### config.mk
export PLATFORM = sky130hd
export DESIGN_NAME = acsreg_bank
export DESIGN_NICKNAME = d
export VERILOG_FILES = /design/src/verilog/acsreg_pkg.sv /design/src/verilog/acsreg_bank.sv
export SDC_FILE = /design/constraint.sdc
export NUM_CORES = 1
export LEC_CHECK = 0
export BUFFER_PORTS_ARGS = -buffer_cell sky130_fd_sc_hd__buf_2
export CAP_MARGIN = 5
export CORE_MARGIN = 2
export CORE_UTILIZATION = 46
export CTS_CLUSTER_DIAMETER = 100
export DETAILED_ROUTE_END_ITERATION = 10
export PLACE_DENSITY = 0.87
export SKIP_CTS_REPAIR_TIMING = 1
export SLEW_MARGIN = 20
export SYNTH_ARGS = -nofsm -noshare
export SYNTH_HDL_FRONTEND = slang
export SYNTH_SLANG_ARGS = --single-unit
### constraint.sdc
create_clock -name clk_i -period 1.85 [get_ports clk_i]
set_input_delay 0.555 -clock clk_i [delete_from_list [all_inputs] [get_ports clk_i]]
set_output_delay 0.555 -clock clk_i [all_outputs]
set_load 0.005 [all_outputs]
### src/verilog/acsreg_pkg.sv
// Purpose: constants and types of the access services register bank
// Assumes: register index times four gives the byte address
// Notes: widths fixed, no parameters shorten any count
package acsreg_pkg;
    localparam int ACSREG_ADDR_W = 12;
    localparam int ACSREG_DATA_W = 32;
    localparam int ACSREG_PORT_W = 4;
    localparam int ACSREG_PORTS = 16;

    // register indexes; the byte address is the index times four
    localparam logic [ACSREG_ADDR_W-1:0] IDX_ACCESS_SERVICES_CONTROL = 12'h326;
    localparam logic [ACSREG_ADDR_W-1:0] IDX_PEER_EGRESS_BLOCK_VECTOR = 12'h328;
    localparam logic [ACSREG_ADDR_W-1:0] IDX_MULTICAST_CAP_HEADER = 12'h330;
    localparam int ACSREG_BYTE_SHIFT = 2;

    // control register layout
    localparam int CTL_SOURCE_VALID_BIT = 0;
    localparam int CTL_XLATE_BLOCK_BIT = 1;
    localparam int CTL_REQ_REDIRECT_BIT = 2;
    localparam int CTL_CPL_REDIRECT_BIT = 3;
    localparam int CTL_UP_FORWARD_BIT = 4;
    localparam int CTL_EGRESS_BIT = 5;
    localparam int CTL_DIRECT_XLATE_BIT = 6;
    localparam int CTL_ENABLE_W = 7;
    localparam logic [15:0] CTL_RESET = 16'h0000;
    localparam logic [15:0] EGRESS_VECTOR_RESET = 16'h0000;

    // multicast capability header fields
    localparam logic [15:0] MC_CAPABILITY_IDENTIFIER = 16'h0012;
    localparam logic [3:0] MC_CAPABILITY_VERSION = 4'h1;
    localparam int MC_NEXT_PTR_LSB = 20;
    localparam int MC_NEXT_PTR_W = 12;

    // egress vector size reported by a downstream and by an upstream port
    localparam logic [7:0] EGRESS_VECTOR_SIZE_DOWN = 8'h10;
    localparam logic [7:0] EGRESS_VECTOR_SIZE_UP = 8'h00;

    typedef struct packed {
        logic direct_xlate;
        logic egress;
        logic up_forward;
        logic cpl_redirect;
        logic req_redirect;
        logic xlate_block;
        logic source_valid;
    } acsreg_enables_t;

    typedef struct packed {
        logic valid;
        logic [ACSREG_PORT_W-1:0] target;
    } acsreg_egress_req_t;
endpackage

### src/verilog/acsreg_bank.sv
// Purpose: access services control, egress vector, multicast cap header
// Assumes: straps are asynchronous pins and are synchronised here
// Notes: read data stand one cycle after the read strobe
//
// Overview of operation
// control bit 0 enables source validation
// control bit 1 enables translation blocking
// control bit 2 enables request redirect
// control bit 3 enables completion redirect
// control bit 4 enables upstream forwarding
// control bit 5 enables egress control
// control bit 6 enables direct translated control
// downstream enables writable, upstream read-only, reset zero
// control bits 15 to 7 read zero
// vector bit per port, resets zero
// set vector bit blocks requests to that port
// vector ignored unless egress control enabled
// own port vector bit reads zero
// merged even port: own and next bit zero
// header bits 15:0 read identifier 0x12
// header bits 19:16 read version 0x1
// header bits 31:20 lockable next pointer
// vector size 0x10 reported on downstream
// writes to read-only bits are ignored
`timescale 1ns/1ps
module acsreg_bank
    import acsreg_pkg::*;
#(
    parameter logic [MC_NEXT_PTR_W-1:0] NEXT_PTR_DEFAULT = 12'h000
) (
    input wire logic clk_i,
    input wire logic reset_n_i,
    input wire logic [ACSREG_ADDR_W-1:0] addr_i,
    input wire logic [ACSREG_DATA_W-1:0] wdata_i,
    input wire logic write_i,
    input wire logic read_i,
    output logic [ACSREG_DATA_W-1:0] rdata_o,
    input wire logic port_downstream_i,
    input wire logic merged_mode_i,
    input wire logic [ACSREG_PORT_W-1:0] port_number_i,
    input wire logic cap_unlock_i,
    input wire acsreg_egress_req_t egress_req_i,
    output logic egress_block_o,
    output acsreg_enables_t enables_o,
    output logic [ACSREG_PORTS-1:0] egress_vector_o,
    output logic [7:0] egress_vector_size_o
);
    // writable bits of the vector for a given port and mode
    function automatic logic [ACSREG_PORTS-1:0] vector_mask(
        input logic [ACSREG_PORT_W-1:0] port,
        input logic merged
    );
        logic [ACSREG_PORTS-1:0] m;
        m = ~(16'h0001 << port);
        if (merged && !port[0]) begin
            m = m & ~(16'h0002 << port);
        end
        return m;
    endfunction

    function automatic logic [ACSREG_ADDR_W-1:0] byte_addr(
        input logic [ACSREG_ADDR_W-1:0] idx
    );
        return ACSREG_ADDR_W'(idx << ACSREG_BYTE_SHIFT);
    endfunction

    // two-flop synchronisers for the straps
    logic [ACSREG_PORT_W+2:0] strap_meta;
    logic [ACSREG_PORT_W+2:0] strap_sync;
    always_ff @(posedge clk_i or negedge reset_n_i) begin
        if (!reset_n_i) begin
            strap_meta <= '0;
            strap_sync <= '0;
        end else begin
            strap_meta <= {cap_unlock_i, merged_mode_i, port_downstream_i,
                           port_number_i};
            strap_sync <= strap_meta;
        end
    end

    wire logic [ACSREG_PORT_W-1:0] port_num = strap_sync[ACSREG_PORT_W-1:0];
    wire logic is_down = strap_sync[ACSREG_PORT_W];
    wire logic merged = strap_sync[ACSREG_PORT_W+1];
    wire logic unlocked = strap_sync[ACSREG_PORT_W+2];

    wire logic hit_ctl = addr_i == byte_addr(IDX_ACCESS_SERVICES_CONTROL);
    wire logic hit_vec = addr_i == byte_addr(IDX_PEER_EGRESS_BLOCK_VECTOR);
    wire logic hit_hdr = addr_i == byte_addr(IDX_MULTICAST_CAP_HEADER);
    wire logic [ACSREG_PORTS-1:0] vec_mask = vector_mask(port_num, merged);

    acsreg_enables_t access_services_control;
    logic [ACSREG_PORTS-1:0] peer_egress_block_vector;
    logic [MC_NEXT_PTR_W-1:0] next_capability_pointer;

    // upstream enables never take a write
    wire logic ctl_we = write_i && hit_ctl && is_down;
    wire logic vec_we = write_i && hit_vec;
    wire logic hdr_we = write_i && hit_hdr && unlocked;

    wire acsreg_enables_t next_ctl = acsreg_enables_t'(
        wdata_i[CTL_ENABLE_W-1:0]);
    wire logic [ACSREG_PORTS-1:0] next_vec =
        wdata_i[ACSREG_PORTS-1:0] & vec_mask;

    always_ff @(posedge clk_i or negedge reset_n_i) begin
        if (!reset_n_i) begin
            access_services_control <= acsreg_enables_t'(
                CTL_RESET[CTL_ENABLE_W-1:0]);
            peer_egress_block_vector <= EGRESS_VECTOR_RESET;
            next_capability_pointer <= NEXT_PTR_DEFAULT;
        end else begin
            if (ctl_we) begin
                access_services_control <= next_ctl;
            end
            if (vec_we) begin
                peer_egress_block_vector <= next_vec;
            end
            if (hdr_we) begin
                next_capability_pointer <=
                    wdata_i[MC_NEXT_PTR_LSB +: MC_NEXT_PTR_W];
            end
        end
    end

    // an upstream port presents its enables as zero
    wire acsreg_enables_t eff_enables = is_down ?
        access_services_control : acsreg_enables_t'('0);
    wire logic [ACSREG_PORTS-1:0] eff_vector =
        peer_egress_block_vector & vec_mask;

    wire logic [15:0] ctl_read = {9'h000, eff_enables};
    wire logic [31:0] hdr_read = {next_capability_pointer,
        MC_CAPABILITY_VERSION,
        MC_CAPABILITY_IDENTIFIER};
    wire logic [ACSREG_DATA_W-1:0] read_mux =
        hit_ctl ? {16'h0000, ctl_read} :
        hit_vec ? {16'h0000, eff_vector} :
        hit_hdr ? hdr_read : 32'h00000000;

    // egress decision for one request, used only with the enable set
    wire logic next_block = egress_req_i.valid && eff_enables.egress &&
        eff_vector[egress_req_i.target];

    always_ff @(posedge clk_i or negedge reset_n_i) begin
        if (!reset_n_i) begin
            rdata_o <= 32'h00000000;
            egress_block_o <= 1'b0;
            enables_o <= acsreg_enables_t'('0);
            egress_vector_o <= 16'h0000;
            egress_vector_size_o <= EGRESS_VECTOR_SIZE_UP;
        end else begin
            rdata_o <= read_i ? read_mux : 32'h00000000;
            egress_block_o <= next_block;
            enables_o <= eff_enables;
            egress_vector_o <= eff_enables.egress ?
                eff_vector : 16'h0000;
            egress_vector_size_o <= is_down ?
                EGRESS_VECTOR_SIZE_DOWN : EGRESS_VECTOR_SIZE_UP;
        end
    end
endmodule // acsreg_bank

== Word level (Yosys, flattened, before mapping) ==
Index checks and enable logic that the tools add are counted.
Word-level totals
  register bits after elaboration: 110
  input port bits: 60
  output and inout bits: 64
  logic and storage cells: 52
Cells by class
  order comparisons: 1
  equal/unequal tests: 3
  shift-type cells: 2
  muxes and demuxes: 10
  bitwise operators: 5
  reduce and logical (&&, ||, !) cells: 9
Operator list (count)
  2-to-1 mux 32 bit: 4
  AND 16 bit: 3
  == test 12 bit (second input constant): 3
  2-to-1 mux 16 bit: 2
  inverter 16 bit: 2
  << shifter 1 x 4 -> 16 bit (first input constant): 1
  << shifter 2 x 4 -> 16 bit (first input constant): 1
  logical AND 1 bit: 8
  2-to-1 mux 7 bit: 1
  < comparator 4 x 5 -> 1 bit (second input constant): 1
  2-to-1 mux 5 bit: 1
  binary-select mux 1 bit (select 4 bit): 1
  zero test 1 bit: 1
  2-to-1 mux 1 bit: 1

== Logic depth before layout (Yosys ltp) ==
  word-level depth: 8
  depth in mapped cells: 6

== Least setup slack after synthesis ==
Ideal clock, no wire load.
  path kind: input port to flip-flop
  from: input port addr_i[1]
  to: register next_capability_pointer[10]
  setup time: 0.125 ns
  arrival time: 2.105 ns
  setup slack: -0.380 ns
  stages on the path: 5
  path buffers: 1
  cells stage by stage: or4b_4 > and4bb_2 > and3_4 > buf_6 > mux2_2
Between the ends
  cells in the longest elaborated chain, start to end: 3
Ends and longest elaborated chain
  start, declared: line acsreg_bank.sv:33  | input wire logic [ACSREG_ADDR_W-1:0] addr_i,
  == test 12 bit: line acsreg_bank.sv:88  | wire logic hit_hdr = addr_i == byte_addr(IDX_MULTICAST_CAP_HEADER);
  logical AND 1 bit (2 in series): line acsreg_bank.sv:98  | wire logic hdr_we = write_i && hit_hdr && unlocked;
  end signal, assigned: line acsreg_bank.sv:119  | next_capability_pointer <=
  end, declared: line acsreg_bank.sv:93  | logic [MC_NEXT_PTR_W-1:0] next_capability_pointer;
No other way between the ends.
A chain may end at the register's enable or synchronous reset.

== Worst setup path after layout ==
  from: input port addr_i[1]
  to: register next_capability_pointer[0]
Same word-level chain as after synthesis.

==> flow_metrics.env <==
export IMPL_place_inst=563
export IMPL_syn_instance_count=330
export IMPL_worst_path_max_fanout=6
export IMPL_hold_violations=0
export IMPL_power_leakage_uw=0.002739
export IMPL_cp_start_kind="input pin"
export IMPL_die_area_um2=9497
export IMPL_die_y_um=97.46
export IMPL_r2r_start="strap_sync[1]$_DFF_PN0_"
export IMPL_final_cell_count_no_fill=581
export IMPL_area_growth_pct=28.74
export IMPL_synth_cell_types=46
export IMPL_hp_class="input pin to async pin"
export IMPL_dr_first_iter_drc_count=202
export IMPL_cp_arrival_ns=2.18
export IMPL_grt_max_degree=39
export IMPL_pwr_share_clk=0.342
export IMPL_dr_total_vias=3021
export IMPL_r2r_end="egress_block_o$_DFF_PN0_"
export IMPL_wire_per_inst_um=15.94
export IMPL_yosysWarnings=0
export IMPL_power_switching_uw=944.0
export IMPL_comb_power_share=0.060
export IMPL_dr_pass1_iters=6
export IMPL_pre_cts_ws_ns=-0.5025
export IMPL_rsz0062_at_grt="yes"
export IMPL_clock_sinks=103
export IMPL_start_util=0.4675
export IMPL_overflow=0
export IMPL_cp_data_required_time_ns=2.11
export IMPL_rows=34
export IMPL_synth_top_area_frac=0.6415
export IMPL_cts_tree="done"
export IMPL_grt_usage=0.1905
export IMPL_layout_common_cells="buf_2 (107), dfrtp_1 (102), nand2_1 (36)"
export IMPL_port_buffers=109
export IMPL_grt_pass1_wl_um=14350
export IMPL_setup_ws_ns=-0.07755
export IMPL_p_seq_frac=0.598
export IMPL_numCtsBuffers=9
export IMPL_final_setup_skew_ns=0.01065
export IMPL_drc=0
export IMPL_yosys_top_cells_area="dfrtp_1 (64%), o21ai_0 (3.7%), nand2_1 (3.5%)"
export IMPL_fillers=709
export IMPL_htreeDepth=3
export IMPL_insertion_delay_ns=0.36
export IMPL_switching_share=0.2473
export IMPL_dieWidth_um=97.46
export IMPL_r2r_cells=5
export IMPL_clk_path_buf_depth=2
export IMPL_ys_ff_latch=103
export IMPL_postSynthAreaPerCell_um2=12.17
export IMPL_timing_final_crit_share=1.042
export IMPL_dp_hpwl_um=6512
export IMPL_multi_input_area_um2=1435
export IMPL_powerDensity_nw_per_um2=738.1
export IMPL_regArea_um2=2579
export IMPL_core_area_um2=8593
export IMPL_slew_viol_final=0
export IMPL_routed_wl_um=9259
export IMPL_cts_clk_slew_worst_paths_ns=0.10
export IMPL_drive_gt1_frac=0.4186
export IMPL_yosysTopAreaCell="dfrtp_1"
export IMPL_routabilityCongestion=0.9140
export IMPL_antennaDiodeCount=0
export IMPL_io_pins=124
export IMPL_antenna_found_initial=0
export IMPL_failed_checks="negative setup slack"
export IMPL_synth_area_um2=4018
export IMPL_r2r_slack_ns=0.10
export IMPL_critPathKind="input pin to flop"
export IMPL_nets=528
export IMPL_fmax_mhz=518.8
export IMPL_vdd_ir_drop_max_uv=379.8
export IMPL_whs_ns=0.1216
export IMPL_grt_pass1_vias=2918
export IMPL_status="finished, violations left"
export IMPL_min_period_ns=1.928
export IMPL_ant_nets=0
export IMPL_end_kind="flop"
export IMPL_root_buffer="clkbuf_8"
export IMPL_final_common_cell="buf_2"
export IMPL_vias_per_cell=5.200
export IMPL_setup_viol=19
export IMPL_cap_violations=0
export IMPL_p_int_uw=2874
export IMPL_yosysSeqAreaShare=0.6415
-- metal layers --
layer,global-route usage,part of all wire,up-vias,routed length (µm)
li1,-,-,1388,-
met1,0.2590,0.43,1474,3979
met2,0.2881,0.47,136,4372
met3,0.04748,0.069,23,636
met4,0.09295,0.029,0,270
met5,0,0,-,0
-- worst max-delay path by stage --
stage | startpoint | cells past startpoint | endpoint
after floorplan | addr_i[2] | 5 | next_capability_pointer[10]$_DFFE_PN0P_
after global placement | addr_i[2] | 5 | next_capability_pointer[11]$_DFFE_PN0P_
after detailed placement | addr_i[2] | 5 | next_capability_pointer[0]$_DFFE_PN0P_
after CTS | addr_i[2] | 6 | access_services_control[5]$_DFFE_PN0P_
after global routing | addr_i[1] | 5 | next_capability_pointer[5]$_DFFE_PN0P_
final | addr_i[1] | 5 | next_capability_pointer[0]$_DFFE_PN0P_
-- power by group through the flow --
| stage | registers, µW | logic (µW) | clock network (µW) |
|---|---|---|---|
| final | 2280 | 228 | 1300 |
| after CTS | 2280 | 221 | 1330 |
| after floorplan | 2320 | 82.9 | 0 |
| after global placement | 2330 | 213 | 0 |
| after global routing | 2290 | 253 | 1420 |
| after detailed placement | 2330 | 220 | 0 |
-- state kept, by name, indices dropped and copies added (netlist names), 7 cells and up --
| register | flops |
|---|---|
| rdata_o | 29 |
| egress_vector_o | 16 |
| peer_egress_block_vector | 16 |
| next_capability_pointer | 12 |
| access_services_control | 7 |
| enables_o | 7 |
| strap_meta | 7 |
| strap_sync | 7 |
-- layout make-up --
| cell class | count | share of cell area |
|---|---|---|
| clock inverters | 7 | 0.01089 |
| inverters | 2 | 0.001451 |
| repair buffers | 141 | 0.1616 |
| clock buffers | 9 | 0.02395 |
| flip-flops and latches | 103 | 0.4985 |
| well taps | 108 | 0.02612 |
| multi-input cells | 211 | 0.2775 |
-- cells by family (layout without fill, tap and decap cells) --
kind of cell / after synthesis / count (layout) / synth area share
compound gates: 56 / 56 / 0.08658
buf+inv: 26 / 159 / 0.03768
flops: 103 / 103 / 0.6415
mux: 20 / 20 / 0.06540
other cells: 1 / 10 / 0.0009334
simple gates: 124 / 125 / 0.1679
-- stage by stage --
step | setup TNS [ns] | utilization | power, µW | instance area [µm²]
2_1_floorplan | -7.504 | - | 2405 | 4115
3_3_place_gp | -20.18 | 0.5713 | 2538 | 4910
3_5_place_dp | -21.92 | 0.5713 | 2547 | 4910
4_1_cts | -1.975 | 0.5923 | 3829 | 5090
5_1_grt | -1.247 | 0.6019 | 3958 | 5172
6_report | -0.8587 | 0.6019 | 3818 | 5172
-- worst max-delay path, stage by stage --
cell	delay, ns
buf_6	0.09
or4b_4	0.56
and4bb_2	0.38
and3_4	0.29
mux2_4	0.32
-- Yosys cell counts, drive strengths merged --
library cell    n
a211oi          2
a21boi          1
a21oi           4
a22oi           1
a32oi           4
and2            8
and3           21
and4bb          1
buf            13
clkbuf         11
conb            1
dfrtp         103
inv             2
mux2           19
mux4            1
nand2          38
nand2b          4
nand3           2
nand3b          1
nand4           1
nand4b          2
nand4bb         2
nor2           29
nor2b           6
nor3            1
nor3b           2
nor4            1
o2111ai         1
o211ai          5
o21a            2
o21ai          30
o21bai          1
o311ai          1
o31ai           3
o41ai           1
or2             2
or4             1
or4b            2
(Power assumes the default switching activity.)
